$ cat src/core/sacc_pkg.sv
// Shared constants, register layouts and types for the converter control block
package sacc_pkg;

  // ==========================================================================
  // Register byte offsets
  localparam logic [4:0] SACC_OFS_INSEL = 5'h00;
  localparam logic [4:0] SACC_OFS_CTRLA = 5'h04;
  localparam logic [4:0] SACC_OFS_CTRLB = 5'h08;
  localparam logic [4:0] SACC_OFS_RESLO = 5'h0c;
  localparam logic [4:0] SACC_OFS_RESHI = 5'h10;
  localparam logic [4:0] SACC_OFS_PWR = 5'h14;

  // ==========================================================================
  // Widths and reset values
  localparam int SACC_RES_W = 10;
  localparam int SACC_TRIG_N = 6;
  localparam logic [7:0] SACC_INSEL_RST = 8'h00;
  localparam logic [2:0] SACC_PS_RST = 3'h0;
  localparam logic [2:0] SACC_TS_RST = 3'h0;
  localparam logic SACC_PWR_RST = 1'b0;

  // ==========================================================================
  // Conversion timing in converter clock cycles
  localparam logic [4:0] SACC_LEN_NORMAL = 5'h0d;
  localparam logic [4:0] SACC_LEN_FIRST = 5'h19;
  // Ticks from end of sampling to completion: ten decisions plus the finish
  localparam logic [4:0] SACC_SAR_SPAN = 5'h0b;
  localparam logic [3:0] SACC_SAR_MSB = 4'h9;
  localparam logic [9:0] SACC_SAR_FIRST = 10'h200;
  // Prescaler divides by this base shifted left by the prescale code
  localparam logic [8:0] SACC_DIV_BASE = 9'h002;

  // ==========================================================================
  // Trigger source codes
  localparam logic [2:0] SACC_TS_FREE = 3'h0;
  localparam logic [2:0] SACC_TS_FIRST_LINE = 3'h1;
  localparam logic [2:0] SACC_TS_LAST_LINE = 3'h6;

  // ==========================================================================
  // Register layouts
  typedef struct packed {
    logic [1:0] reference_select;
    logic left_justify_select;
    logic reserved;
    logic [3:0] channel_select;
  } sacc_insel_t;

  typedef struct packed {
    logic converter_enable;
    logic start_conversion;
    logic auto_trigger_enable;
    logic conversion_done_flag;
    logic irq_enable;
    logic [2:0] prescale;
  } sacc_ctrla_t;

  typedef struct packed {
    logic [3:0] channel_select;
    logic [1:0] reference_select;
  } sacc_route_t;

  typedef enum logic [0:0] {
    SACC_IDLE = 1'b0,
    SACC_CONV = 1'b1
  } sacc_state_t;

endpackage

$ cat src/core/sacc_core.sv
// Successive-approximation converter control with Avalon-MM register slave
//
// Functional notes
// - Ten-bit result by successive approximation; zero is ground, all ones reference less one.
// - Channel field picks eight external inputs, ground or bandgap.
// - Reference field routes supply or internal 1.1V onto reference pin.
// - Channel and reference selections reach the analog side only while enabled.
// - Converter works only while its power-reduction bit is zero.
// - Result right-justified by default, left-justified when justify bit set.
// - Low byte read blocks result updates; high byte read releases them.
// - Conversion ending while blocked discards its result, both bytes untouched.
// - Done flag still rises when the result was discarded.
// - Converter raises its own completion interrupt when a conversion finishes.
// - Writing start begins one conversion; bit stays set until completion.
// - Channel change during conversion applies only after it completes.
// - Auto-trigger enable activates triggering; source field picks event line.
// - Rising edge of selected trigger resets prescaler and starts conversion.
// - Trigger still high at completion starts nothing; needs fresh edge.
// - Trigger edges during a conversion are ignored, never queued.
// - Source flags set regardless of enables; software clears before retrigger.
// - Done flag as source restarts conversion at each completion.
// - Free running starts via start bit, continues regardless of flag.
// - Start bit still launches a single conversion with auto-trigger on.
// - Start bit reads one during any conversion.
// - Normal conversion 13 converter clocks; first after enable 25.
// - Prescaler counts while enabled, held in reset while disabled.
// - Start-bit request begins at next prescaled converter clock edge.
// - Completion writes result, sets flag, clears start in single mode.
`timescale 1ns/1ps

module sacc_core
  import sacc_pkg::*;
(
  input wire logic clock_i,
  input wire logic rst_b_i,
  input wire logic [4:0] avs_address_i,
  input wire logic avs_read_i,
  input wire logic avs_write_i,
  input wire logic [31:0] avs_writedata_i,
  input wire logic [3:0] avs_byteenable_i,
  output logic [31:0] avs_readdata_o,
  output logic avs_waitrequest_o,
  input wire logic [SACC_TRIG_N-1:0] trig_i,
  input wire logic comp_i,
  output logic analog_en_o,
  output logic [3:0] channel_select_o,
  output logic [1:0] reference_select_o,
  output logic [SACC_RES_W-1:0] dac_code_o,
  output logic sample_o,
  output logic conv_done_irq_o
);

  // ==========================================================================
  // Helpers
  function automatic logic [15:0] sacc_justify(input logic [SACC_RES_W-1:0] r,
                                               input logic left);
    logic [15:0] v;
    v = left ? {r, 6'h00} : {6'h00, r};
    return v;
  endfunction

  function automatic logic sacc_line(input logic [2:0] ts,
                                     input logic [SACC_TRIG_N-1:0] lines);
    logic v;
    logic [2:0] idx;
    v = 1'b0;
    idx = ts - SACC_TS_FIRST_LINE;
    if (ts >= SACC_TS_FIRST_LINE && ts <= SACC_TS_LAST_LINE) begin
      v = lines[idx];
    end
    return v;
  endfunction

  // ==========================================================================
  // Declarations
  logic wait_q;
  logic [31:0] rdata_q;
  logic [31:0] rdata_d;
  logic rd_done;
  logic wr_done;
  sacc_insel_t insel_q;
  sacc_ctrla_t wr_a;
  logic en_q;
  logic auto_q;
  logic flag_q;
  logic ie_q;
  logic [2:0] ps_q;
  logic [2:0] ts_q;
  logic pwr_q;
  logic run;
  logic [7:0] pre_q;
  logic [8:0] div_last;
  logic tick;
  logic trig_prev_q;
  logic trig_line;
  logic trig_start;
  logic pend_q;
  logic go;
  sacc_state_t state_q;
  logic [4:0] t_q;
  logic [4:0] t_next;
  logic [4:0] len;
  logic [4:0] offset;
  logic first_q;
  logic done_now;
  logic free_run;
  logic [SACC_RES_W-1:0] sar_q;
  logic [3:0] bit_q;
  logic comp_m_q;
  logic comp_s_q;
  logic [SACC_RES_W-1:0] res_q;
  logic lock_q;
  sacc_route_t route_q;
  logic [15:0] just;
  logic busy;
  logic an_en_q;
  logic samp_q;
  logic irq_q;

  // ==========================================================================
  // Bus slave: one wait state per access
  assign rd_done = avs_read_i & ~wait_q;
  assign wr_done = avs_write_i & ~wait_q & avs_byteenable_i[0];
  assign wr_a = avs_writedata_i[7:0];

  always_ff @(posedge clock_i or negedge rst_b_i) begin
    if (!rst_b_i) begin
      wait_q <= 1'b1;
    end else if ((avs_read_i | avs_write_i) & wait_q) begin
      wait_q <= 1'b0;
    end else begin
      wait_q <= 1'b1;
    end
  end

  assign just = sacc_justify(res_q, insel_q.left_justify_select);
  assign busy = pend_q | (state_q == SACC_CONV);

  always_comb begin
    rdata_d = 32'h0000_0000;
    unique case (avs_address_i)
      SACC_OFS_INSEL: rdata_d[7:0] = insel_q;
      SACC_OFS_CTRLA: rdata_d[7:0] = {en_q, busy, auto_q, flag_q, ie_q, ps_q};
      SACC_OFS_CTRLB: rdata_d[2:0] = ts_q;
      SACC_OFS_RESLO: rdata_d[7:0] = just[7:0];
      SACC_OFS_RESHI: rdata_d[7:0] = just[15:8];
      SACC_OFS_PWR: rdata_d[0] = pwr_q;
      default: rdata_d = 32'h0000_0000;
    endcase
  end

  always_ff @(posedge clock_i or negedge rst_b_i) begin
    if (!rst_b_i) begin
      rdata_q <= 32'h0000_0000;
    end else if (avs_read_i & wait_q) begin
      rdata_q <= rdata_d;
    end
  end

  // ==========================================================================
  // Software registers
  always_ff @(posedge clock_i or negedge rst_b_i) begin
    if (!rst_b_i) begin
      insel_q <= SACC_INSEL_RST;
    end else if (wr_done && avs_address_i == SACC_OFS_INSEL) begin
      insel_q <= {wr_a[7:5], 1'b0, wr_a[3:0]};
    end
  end

  always_ff @(posedge clock_i or negedge rst_b_i) begin
    if (!rst_b_i) begin
      en_q <= 1'b0;
      auto_q <= 1'b0;
      ie_q <= 1'b0;
      ps_q <= SACC_PS_RST;
    end else if (wr_done && avs_address_i == SACC_OFS_CTRLA) begin
      en_q <= wr_a.converter_enable;
      auto_q <= wr_a.auto_trigger_enable;
      ie_q <= wr_a.irq_enable;
      ps_q <= wr_a.prescale;
    end
  end

  always_ff @(posedge clock_i or negedge rst_b_i) begin
    if (!rst_b_i) begin
      ts_q <= SACC_TS_RST;
      pwr_q <= SACC_PWR_RST;
    end else if (wr_done) begin
      if (avs_address_i == SACC_OFS_CTRLB) begin
        ts_q <= avs_writedata_i[2:0];
      end
      if (avs_address_i == SACC_OFS_PWR) begin
        pwr_q <= avs_writedata_i[0];
      end
    end
  end

  // Done flag: hardware set wins over write-one clear
  always_ff @(posedge clock_i or negedge rst_b_i) begin
    if (!rst_b_i) begin
      flag_q <= 1'b0;
    end else if (done_now) begin
      flag_q <= 1'b1;
    end else if (wr_done && avs_address_i == SACC_OFS_CTRLA && wr_a.conversion_done_flag) begin
      flag_q <= 1'b0;
    end
  end

  assign run = en_q & ~pwr_q;

  // ==========================================================================
  // Converter clock prescaler
  assign div_last = (SACC_DIV_BASE << ps_q) - 9'h001;
  assign tick = run & ({1'b0, pre_q} == div_last);

  always_ff @(posedge clock_i or negedge rst_b_i) begin
    if (!rst_b_i) begin
      pre_q <= 8'h00;
    end else if (!run || trig_start || tick) begin
      pre_q <= 8'h00;
    end else begin
      pre_q <= pre_q + 8'h01;
    end
  end

  // ==========================================================================
  // Trigger edge detection
  assign trig_line = sacc_line(ts_q, trig_i);
  // Edges count only while idle, so edges in a conversion are dropped
  assign trig_start = run & auto_q & (state_q == SACC_IDLE) & (ts_q != SACC_TS_FREE)
                    & trig_line & ~trig_prev_q;
  assign free_run = auto_q & (ts_q == SACC_TS_FREE);

  always_ff @(posedge clock_i or negedge rst_b_i) begin
    if (!rst_b_i) begin
      trig_prev_q <= 1'b0;
    end else begin
      trig_prev_q <= trig_line;
    end
  end

  // ==========================================================================
  // Start request held until the next converter clock edge
  assign go = trig_start | (pend_q & tick & (state_q == SACC_IDLE));

  always_ff @(posedge clock_i or negedge rst_b_i) begin
    if (!rst_b_i) begin
      pend_q <= 1'b0;
    end else if (wr_done && avs_address_i == SACC_OFS_CTRLA && wr_a.start_conversion
                 && wr_a.converter_enable && !pwr_q && !busy && !go) begin
      // Enable and start in one write must not lose the request
      pend_q <= 1'b1;
    end else if (!run || go) begin
      pend_q <= 1'b0;
    end
  end

  // ==========================================================================
  // Conversion sequencing
  assign len = first_q ? SACC_LEN_FIRST : SACC_LEN_NORMAL;
  assign offset = len - SACC_SAR_SPAN;
  assign t_next = t_q + 5'h01;
  assign done_now = (state_q == SACC_CONV) & tick & (t_next == len);

  always_ff @(posedge clock_i or negedge rst_b_i) begin
    if (!rst_b_i) begin
      state_q <= SACC_IDLE;
      t_q <= 5'h00;
    end else if (!run) begin
      state_q <= SACC_IDLE;
      t_q <= 5'h00;
    end else begin
      unique case (state_q)
        SACC_IDLE: begin
          if (go) begin
            state_q <= SACC_CONV;
            t_q <= 5'h00;
          end
        end
        SACC_CONV: begin
          if (done_now) begin
            t_q <= 5'h00;
            // Free running restarts at once, otherwise start bit falls
            state_q <= free_run ? SACC_CONV : SACC_IDLE;
          end else if (tick) begin
            t_q <= t_next;
          end
        end
      endcase
    end
  end

  // First conversion after enable takes the long path
  always_ff @(posedge clock_i or negedge rst_b_i) begin
    if (!rst_b_i) begin
      first_q <= 1'b1;
    end else if (!run) begin
      first_q <= 1'b1;
    end else if (done_now) begin
      first_q <= 1'b0;
    end
  end

  // ==========================================================================
  // Comparator synchroniser
  always_ff @(posedge clock_i or negedge rst_b_i) begin
    if (!rst_b_i) begin
      comp_m_q <= 1'b0;
      comp_s_q <= 1'b0;
    end else begin
      comp_m_q <= comp_i;
      comp_s_q <= comp_m_q;
    end
  end

  // ==========================================================================
  // Successive approximation register
  always_ff @(posedge clock_i or negedge rst_b_i) begin
    if (!rst_b_i) begin
      sar_q <= '0;
      bit_q <= SACC_SAR_MSB;
    end else if (state_q == SACC_CONV && tick) begin
      if (t_next == offset) begin
        sar_q <= SACC_SAR_FIRST;
        bit_q <= SACC_SAR_MSB;
      end else if (t_next > offset && t_next < len) begin
        // Comparator low means input below trial code: drop the bit
        if (!comp_s_q) begin
          sar_q[bit_q] <= 1'b0;
        end
        if (bit_q != 4'h0) begin
          sar_q[bit_q - 4'h1] <= 1'b1;
          bit_q <= bit_q - 4'h1;
        end
      end
    end
  end

  // ==========================================================================
  // Result registers and read lock
  always_ff @(posedge clock_i or negedge rst_b_i) begin
    if (!rst_b_i) begin
      lock_q <= 1'b0;
    end else if (rd_done && avs_address_i == SACC_OFS_RESLO) begin
      lock_q <= 1'b1;
    end else if (rd_done && avs_address_i == SACC_OFS_RESHI) begin
      lock_q <= 1'b0;
    end
  end

  always_ff @(posedge clock_i or negedge rst_b_i) begin
    if (!rst_b_i) begin
      res_q <= '0;
    end else if (done_now && !lock_q
                 && !(avs_read_i && avs_address_i == SACC_OFS_RESLO)) begin
      // Low byte read in flight counts as locked
      res_q <= sar_q;
    end
  end

  // ==========================================================================
  // Analog routing, locked while converting
  always_ff @(posedge clock_i or negedge rst_b_i) begin
    if (!rst_b_i) begin
      route_q <= '0;
    end else if (run && (state_q == SACC_IDLE || done_now)) begin
      route_q.channel_select <= insel_q.channel_select;
      route_q.reference_select <= insel_q.reference_select;
    end
  end

  // ==========================================================================
  // Registered outputs
  always_ff @(posedge clock_i or negedge rst_b_i) begin
    if (!rst_b_i) begin
      an_en_q <= 1'b0;
      samp_q <= 1'b0;
      irq_q <= 1'b0;
    end else begin
      an_en_q <= run;
      samp_q <= (state_q == SACC_CONV) && (t_q < offset);
      irq_q <= flag_q & ie_q;
    end
  end

  assign avs_readdata_o = rdata_q;
  assign avs_waitrequest_o = wait_q;
  assign analog_en_o = an_en_q;
  assign channel_select_o = route_q.channel_select;
  assign reference_select_o = route_q.reference_select;
  assign dac_code_o = sar_q;
  assign sample_o = samp_q;
  assign conv_done_irq_o = irq_q;

endmodule

$ cat config.mk
export PLATFORM = sky130hd
export DESIGN_NAME = sacc_core
export DESIGN_NICKNAME = d
export VERILOG_FILES = /design/src/core/sacc_pkg.sv /design/src/core/sacc_core.sv
export SDC_FILE = /design/constraint.sdc
export NUM_CORES = 1
export LEC_CHECK = 0
export ABC_AREA = 1
export BUFFER_PORTS_ARGS = -buffer_cell sky130_fd_sc_hd__buf_2
export CAP_MARGIN = 20
export CORE_MARGIN = 5
export CORE_UTILIZATION = 45
export CTS_BUF_LIST = sky130_fd_sc_hd__clkbuf_4 sky130_fd_sc_hd__clkbuf_8
export DETAILED_ROUTE_END_ITERATION = 10
export GPL_TIMING_DRIVEN = 0
export PLACE_DENSITY = 0.68
export SYNTH_ARGS = -nofsm -noshare
export SYNTH_HDL_FRONTEND = slang
export SYNTH_SLANG_ARGS = --single-unit
$ cat constraint.sdc
create_clock -name clock_i -period 5.5 [get_ports clock_i]
set_clock_uncertainty 0.1 [all_clocks]
set_input_delay 1.375 -clock clock_i [delete_from_list [all_inputs] [get_ports clock_i]]
set_output_delay 1.375 -clock clock_i [all_outputs]
set_load 0.01 [all_outputs]
==> results of run 1 <==
## cells in the final DEF, fill, tap and decap left out, drive strengths merged
cell and n:
ha 19, clkinvlp 1, clkinv 4, a2111oi 1, o21ai 46, buf 85, nand3 38, nor2 53
o2111ai 1, a21o 2, xnor2 2, a22o 1, o21bai 3, a22oi 2, o41ai 1, a31oi 2
a32o 1, xor2 6, o211ai 2, a21oi 12, nor3 7, inv 62, mux2 1, nor4 1
dfrtp 76, conb 24, nand4 19, dfstp 4, nand2 219, clkbuf 16, nor3b 2, or2 2
nand3b 4
## cell families (layout without fill, tap and decap cells)
group,count (synthesis),count (layout)
and+or+nand+nor,345,345
muxes,1,1
other,1,24
AOI/OAI and AO/OA,74,74
buffers and inverters,99,168
xor gates and xnor gates,8,8
adders and majority gates,19,19
DFF,80,80
## per-stage QoR
| step | power, mW | std cells | utilization | hold WS, ns |
|---|---|---|---|---|
| 6_report | 1.80 | 855 | 0.534 | 0.252 |
| 5_1_grt | 1.95 | 855 | 0.534 | 0.257 |
| 4_1_cts | 1.82 | 855 | 0.534 | 0.256 |
| 3_5_place_dp | 1.41 | 839 | 0.517 | 0.236 |
| 3_3_place_gp | 1.39 | 838 | 0.514 | 0.233 |
| 2_1_floorplan | 1.22 | 650 | - | 0.231 |
## where the power goes
part | switching, mW | total [mW] | internal, mW
combinational | 0.388 | 0.616 | 0.228
clock | 0.227 | 0.405 | 0.178
sequential | 0.0991 | 0.780 | 0.681
total | 0.714 | 1.80 | 1.09
## worst max-delay path by stage
stage / start / endpoint / depth (start not counted)
after detailed placement: avs_address_i[4] / avs_readdata_o[3] / 10
after CTS: avs_address_i[4] / avs_readdata_o[3] / 10
after global placement: rst_b_i / dac_code_o[8] / 1
final: avs_address_i[4] / avs_readdata_o[3] / 10
after floorplan: avs_address_i[1] / flag_q / 9
after global routing: avs_address_i[4] / avs_readdata_o[1] / 10
## registers in the layout (all words and copies together) (netlist names), 3 cells and up
| signal | flops |
|---|---|
| dac_code_o | 10 |
| avs_readdata_o | 8 |
| insel_q | 7 |
| bit_q | 4 |
| t_q | 5 |
| ts_q | 3 |
| res_q | 10 |
| pre_q | 8 |
| ps_q | 3 |
| channel_select_o | 4 |
## per-layer routing
metal  share of wire  GRT usage  vias up
li1                -          -     2151
met1            0.45      0.243     1956
met2            0.48      0.306      116
met3           0.054     0.0340       17
met4           0.022     0.0769        0
met5               0          0        -
## cell type report
cell class / count / area (µm²) / share of cell area
multi-input combinational: 471 / 2390 / 0.431
sequential: 80 / 2010 / 0.362
timing repair buffer: 53 / 290 / 0.0524
buffer: 38 / 277 / 0.0499
inverter: 61 / 229 / 0.0413
tap: 136 / 170 / 0.0307
clock buffer: 10 / 138 / 0.0248
clock inverter: 6 / 43.8 / 0.00790
==> metrics.txt, run 1 <==
outcome=completed; compound-cell area share of the yosys netlist=0.0965; Ys Warns=0; initial antenna violation count=0; Post-synth EDFFs=0; Synth top area share=0.395; Root Driver=clkbuf_8; synth top area cells=dfrtp_1 (40%), nand2_1 (17%), ha_1 (4.9%); number of post-CTS setup repair buffers=0; total track usage=0.186; Final WS setup=2.85 ns; Power Dens Cells=325 nW/µm²; RSZ-0062 raised after global routing=false; critical path endpoint category=flip-flop; Final Hold Violating Endpoints=0; Worst slew margin=0.645; Core Region=approximately 10000 µm²; synthesis-to-finish area growth=15.1%; Worst EP arrival=roughly 2.9 ns; Initial DRT Pass Iterations=5; Syn Area/Cell=7.67 µm²; largest family of logic cells by synthesized area=simple AND/OR/NAND/NOR gates; via count=~4200; DP HPWL=8.87 mm; Final Critical Period=2.65 ns; Post-Syn Instances=627; proportion of synthesized area in mux cells=0.00234; Worst-path clk slew=0.08 ns; area share of fa/ha/maj cells after synthesis=0.0494; Async SR Flop Fraction=1.00; nets=785; count leader, synth=nand2_1; share of cells above drive strength 1=0.191; Slowest Stage Delay on Critical Path=0.32 ns; Worst Hold Class=flip-flop to flip-flop; max-slew violation count=0; Slowest-stage cell, CP=nor2_1; Die H=113 µm; DP Worst Slack=around 2.5 ns; mapped cell area=4810 µm²; initial drt markers=about 240; total gr overflow=0; largest net degree at the start of global routing=68; H-tree Lvls=3; setup_tns=0 ns; most frequent cells after synthesis=nand2_1 (215), dfrtp_1 (76), inv_1 (57); TritonCTS clock tree=done; Bufs on Longest Clock Path=2; post-route antenna net violation count=0; cell family with most CP delay=simple AND/OR/NAND/NOR gates; XOR/XNOR share of the synthesized area=0.0161; vias in the first global route=4017; routed len/inst=13.4 µm; Hold Crit Start=comp_m_q; top_reg_cell synth=dfrtp_1; Worst EP required=5.70 ns; VDD IR max=~0.23 mV; die area=roughly 13000 µm²; cts repair resizes=0; WL final=11.4 mm; dpl cell area=around 5400 µm²; IO Count=104; area leader, netlist=dfrtp_1; hold path cells=0; Max Cap Viol=0; final instance area=between 5000 and 6000 µm²; worst r2r path cells=10; insertion delay to the later sink of the worst-skew pair=0.37 ns; crit path max fanout=6; Unique masters post-synth=45; Hold Path End=comp_s_q; CP startpoint kind=input port; Seq/Total Area, Yosys=0.417; IO Port Bufs=52; via/cell ratio=4.96; # rows=37; simple-gate share of the synthesized area=0.313; period utilization=0.482; number of synthesized register bits=80; starting density of the core=0.464; endpoints failing setup=0; Fillers=1014; Die Wd=113 µm; reg2reg setup slack=3.07 ns; Crit Path Category=input port to flip-flop; GP Congestion=0.912; Worst R2R End=res_q[4]; Clock Sinks=80; worst-path cell chain=buf_2 > inv_1 > nand2_1 > nor2_1 > inv_1 > nor2_1 > nand2_1 > nand3_1 > a21oi_1 > o21ai_0; leak pwr=3.08 nW; CTS buffer count=9; CTS Hold Buffers Added=0; Buf/Inv on CP=3; Worst-Margin Slew=0.529 ns; f_max=roughly 380 MHz; first-pass GRT wire length=19.3 mm; Remaining DRCs=0; Reg2Reg Launch Point=t_q[0]; ant diodes=0
Power figures use the tool's default switching activity.
==> run 2, diff against run 1 <==
--- a/config.mk
+++ b/config.mk
@@ -13,7 +13,7 @@
 export CTS_BUF_LIST = sky130_fd_sc_hd__clkbuf_4 sky130_fd_sc_hd__clkbuf_8
 export DETAILED_ROUTE_END_ITERATION = 10
 export GPL_TIMING_DRIVEN = 0
-export PLACE_DENSITY = 0.68
+export PLACE_DENSITY = 0.71
 export SYNTH_ARGS = -nofsm -noshare
 export SYNTH_HDL_FRONTEND = slang
 export SYNTH_SLANG_ARGS = --single-unit
==> constraint.sdc (replaced) <==
create_clock -name clock_i -period 2.15 [get_ports clock_i]
set_clock_uncertainty 0.1 [all_clocks]
set_input_delay 0.5375 -clock clock_i [delete_from_list [all_inputs] [get_ports clock_i]]
set_output_delay 0.5375 -clock clock_i [all_outputs]
set_load 0.01 [all_outputs]
==> metrics.txt, run 2 (same netlist as run 1, synthesis figures left out) <==
Hold Crit Start=comp_i; endpoints failing setup=11; vias in the first global route=between 4000 and 5000; insertion delay to the later sink of the worst-skew pair=approximately 0.37 ns; crit path max fanout=5; via/cell ratio=4.99; Worst-path clk slew=0.09 ns; cell family with most CP delay=adder cells; Final Critical Period=2.16 ns; first-pass GRT wire length=19.3 mm; Remaining DRCs=0; final instance area=5920 µm²; VDD IR max=0.609 mV; WL final=~12 mm; starting density of the core=0.464; total power=4.86 mW; Worst-Margin Slew=roughly 0.73 ns; most frequent cells in the layout=nand2_1 (204), dfrtp_1 (73), inv_1 (54), buf_2 (52), nor2_1 (45); f_max=463 MHz; Fin Hold WS=0.169 ns; Worst EP required=2.31 ns; H-tree Lvls=3; Worst R2R End=t_q[2]; initial antenna violation count=0; Worst slew margin=0.499; share of cells above drive strength 1=0.250; Hold Path End=comp_m_q; die area=12900 µm²; Max Cap Viol=0; dpl cell area=5360 µm²; hold path cells=1; ant diodes=0; Core Region=10400 µm²; Worst EP arrival=2.32 ns; TritonCTS clock tree=done; largest net degree at the start of global routing=65; period utilization=1.01; worst-path cell chain=ha_4 > nand3_4 > xor2_4 > inv_2 > ha_4 > nand4_1 > o21bai_4 > buf_6 > nor2_2 > nand2_1 > nand2_1; Worst Hold Class=input port to flip-flop; Final Util=0.571; Slowest-stage cell, CP=dfrtp_1; failing checks=negative setup slack; RSZ-0062 raised after global routing=true; IO Port Bufs=52; Final Hold Violating Endpoints=0; routed len/inst=around 14 µm; synthesis-to-finish area growth=23.0%; max-slew violation count=0; total gr overflow=0; initial drt markers=250; worst setup path startpoint=t_q[0]; Reg2Reg Launch Point=t_q[0]; # rows=37; Die H=113 µm; commonest non-fill, non-tap cell in the layout=nand2_1; Die Wd=113 µm; Power Dens Cells=821 nW/µm²; post-route antenna net violation count=0; worst r2r path cells=11; Bufs on Longest Clock Path=2; nets=around 800; via count=4357; Final WS setup=-0.0115 ns; Buf/Inv on CP=2; Root Driver=clkbuf_8; total track usage=0.185; outcome=finished with violations; IO Count=roughly 100; Initial DRT Pass Iterations=5; CTS buffer count=9; DP HPWL=8.88 mm; CP startpoint kind=flip-flop; DP Worst Slack=-0.327 ns; Clock Sinks=80; Slowest Stage Delay on Critical Path=around 0.42 ns; GP Congestion=0.916; Crit Path Category=flip-flop to flip-flop; critical path endpoint category=flip-flop; leak pwr=about 3.2 nW; reg2reg setup slack=-0.01 ns
[run 2: cell count changes in the layout (fill, tap and decap cells not counted), moves of 4 or more]
| cell | change |
|---|---|
| buf_4 | +14 |
| nand2_1 | -11 |
| nand2_2 | +11 |
| ha_1 | -4 |
| ha_4 | +4 |
[run 2: how the worst max path moves through the flow]
stage / slack [ns] / depth (start not counted) / to
3_5_place_dp: -0.33 / 11 / bit_q[1]
4_1_cts: -0.002 / 10 / dac_code_o[3]
3_3_place_gp: -0.20 / 11 / bit_q[1]
6_report: -0.01 / 11 / t_q[2]
5_1_grt: -0.13 / 4 / sample_o
2_1_floorplan: 0.02 / 11 / bit_q[1]
[run 2: area by class of cell]
type,instances,area [µm²]
fill,968,4450
buffer,38,288
tap,136,170
multi-input combinational,472,2570
clock buffer,10,138
clock inverter,6,82.6
sequential,80,2010
timing repair buffer,70,428
inverter,61,229
[run 2: layer usage]
| metal | wire length, µm | GRT usage |
|---|---|---|
| met5 | 0 | 0 |
| met4 | 273 | 0.0761 |
| met3 | 693 | 0.0308 |
| met2 | 5810 | 0.310 |
| met1 | 5190 | 0.238 |
[run 2: power by group]
group	switching [mW]	internal, mW	leakage (nW)
sequential	0.251	1.74	1.06
combinational	1.01	0.601	2.01
clock	0.576	0.679	0.112
total	1.84	3.02	3.18
[run 2: repair_timing]
| action | 4_1_cts | 5_1_grt |
|---|---|---|
| gates cloned | 1 | 2 |
| pin swaps | 5 | 21 |
| setup endpoints to repair | 40 | 39 |
| hold buffers | 1 | 0 |
| hold endpoints to repair | 14 | 0 |
| resized for setup | 18 | 27 |
| setup buffers | 6 | 8 |
[run 2: per-stage QoR]
| stage | cells | setup TNS, ns |
|---|---|---|
| 6_report | 873 | -0.0408 |
| 5_1_grt | 873 | -3.51 |
| 4_1_cts | 863 | -0.00492 |
| 3_5_place_dp | 839 | -7.62 |
| 3_3_place_gp | 838 | -16.31 |
| 2_1_floorplan | 650 | 0 |
==> run 3, diff against run 2 <==
--- a/config.mk
+++ b/config.mk
@@ -8,12 +8,14 @@
 export ABC_AREA = 1
 export BUFFER_PORTS_ARGS = -buffer_cell sky130_fd_sc_hd__buf_2
 export CAP_MARGIN = 20
+export CELL_PAD_IN_SITES_DETAIL_PLACEMENT = 1
+export CELL_PAD_IN_SITES_GLOBAL_PLACEMENT = 1
 export CORE_MARGIN = 5
-export CORE_UTILIZATION = 45
+export CORE_UTILIZATION = 37
 export CTS_BUF_LIST = sky130_fd_sc_hd__clkbuf_4 sky130_fd_sc_hd__clkbuf_8
 export DETAILED_ROUTE_END_ITERATION = 10
 export GPL_TIMING_DRIVEN = 0
-export PLACE_DENSITY = 0.71
+export PLACE_DENSITY = 0.79
 export SYNTH_ARGS = -nofsm -noshare
 export SYNTH_HDL_FRONTEND = slang
 export SYNTH_SLANG_ARGS = --single-unit
==> metrics.txt, run 3 (same netlist as run 1, synthesis figures left out) <==
largest net degree at the start of global routing=58; Root Driver=clkbuf_8; Worst EP required=2.36 ns; Final WS setup=-0.0424 ns; commonest non-fill, non-tap cell in the layout=nand2_1; Worst-path clk slew=0.09 ns; first-pass GRT wire length=22.9 mm; switch share=0.388; Die Wd=124 µm; Crit Path Category=flip-flop to flip-flop; CP startpoint kind=flip-flop; RSZ-0062 raised after global routing=true; Fillers=1598; Slowest-stage cell, CP=dfrtp_1; max-slew violation count=0; IO Port Bufs=52; final instance area=~6000 µm²; total track usage=0.189; outcome=finished with violations; critical path endpoint category=flip-flop; multi-input logic area=2520 µm²; vias in the first global route=4772; crit path max fanout=5; via count=4439; Core Region=12700 µm²; post-route antenna net violation count=0; die area=~15000 µm²; storage element area=2010 µm²; Power Dens Cells=roughly 840 nW/µm²; endpoints failing setup=24; Slowest Stage Delay on Critical Path=0.42 ns; initial antenna violation count=0; Final Hold Violating Endpoints=0; initial drt markers=186; share of cells above drive strength 1=0.248; leak pwr=3.18 nW; via/cell ratio=4.87; Worst slew margin=0.588; period utilization=1.02; DP Worst Slack=-0.371 ns; Sequential Power Share=0.403; f_max=456 MHz; insertion delay to the later sink of the worst-skew pair=0.37 ns; VDD IR max=0.610 mV; H-tree Lvls=3; TritonCTS clock tree=done; synthesis-to-finish area growth=23.3%; CTS buffer count=9; IO Count=104; Fin Hold WS=0.163 ns; dpl cell area=5400 µm²; switching power=1.93 mW; Initial DRT Pass Iterations=4; Worst path most repeated cell=ha_4; nets=about 810; most frequent cells in the layout=nand2_1 (207), dfrtp_1 (73), inv_1 (53), buf_2 (53), nor2_1 (46); starting density of the core=0.380; failing checks=negative setup slack; Worst EP arrival=2.40 ns; GP Congestion=0.843; Gate power share=0.338; Clock Power Share=0.259; Clock Sinks=80; Cell Int Power=roughly 3.0 mW; Worst-Margin Slew=approximately 0.61 ns; worst-path cell chain=ha_4 > nand3_2 > xor2_2 > inv_2 > ha_4 > nand4_1 > o21bai_4 > buf_6 > nand3_1 > nand2_1; WL final=14.2 mm; routed len/inst=15.6 µm; total gr overflow=0; DP HPWL=between 10 and 15 mm; Bufs on Longest Clock Path=2; Final Critical Period=2.19 ns; Remaining DRCs=0; ant diodes=0; Die H=124 µm; Max Cap Viol=0; # rows=41; Worst Hold Class=input port to flip-flop
==> run 3: layer usage <==
metal  global-route usage  vias up  wire length [µm]
met3               0.0268       19               431
li1                     -     2185                 -
met4               0.0671        0               246
met2                0.337       66              7220
met5                    0        -                 0
met1                0.233     2169              6290
==> run 3: timing repair <==
item                                    in CTS  in global routing
pin swaps                                    6                 14
hold buffers                                 1                  0
gates resized for setup                     18                 23
endpoints found under the setup margin      46                 44
buffers inserted                             7                  9
hold endpoints to repair                    20                  0
gates cloned                                 1                  2
==> run 3: worst paths after layout <==
kind,startpoint,endpoint,slack [ns],cells past startpoint
worst min register to register,comp_m_q,comp_s_q,0.26,0
worst max-delay path,t_q[0],channel_select_o[0],-0.04,10
worst min-delay path,comp_i,comp_m_q,0.16,1
min in group asynchronous,rst_b_i,analog_en_o,0.51,2
worst max register to register,t_q[0],channel_select_o[0],-0.04,10
max in group asynchronous,rst_b_i,avs_waitrequest_o,0.78,3
==> run 3: power groups by stage <==
stage	clock network, mW	logic, mW	registers [mW]
after floorplan	0	1.12	1.99
after global placement	0	1.55	2.02
after detailed placement	0	1.63	2.03
after CTS	1.32	1.67	2.00
after global routing	1.39	1.91	2.04
final	1.29	1.68	2.01
==> run 3: worst max-delay path, delay by kind of cell, from the launching register on <==
kind                     cells  cell delay (ns)
AO/OA/AOI/OAI                1             0.25
flip-flops                   1             0.42
buffers and inverters        2             0.23
AND/OR/NAND/NOR              4             0.47
XOR/XNOR                     1             0.19
adder cells (fa/ha/maj)      2             0.47
==> run 3: final cells by class <==
class | count | share of cell area
buffer | 38 | 0.0485
clock buffer | 11 | 0.0245
clock inverter | 5 | 0.0135
inverter | 61 | 0.0386
multi-input combinational | 472 | 0.425
sequential | 80 | 0.339
tap | 172 | 0.0363
timing repair buffer | 72 | 0.0753
==> run 3: metrics by stage <==
stage | instances | utilization | TNS (ns) | power (mW)
3_5_place_dp | 875 | 0.426 | -9.40 | 3.67
2_1_floorplan | 650 | - | 0 | 3.11
6_report | 911 | 0.468 | -0.427 | 4.98
3_3_place_gp | 874 | 0.424 | -22.31 | 3.57
4_1_cts | 900 | 0.455 | -0.0469 | 5.00
5_1_grt | 911 | 0.468 | -4.33 | 5.35
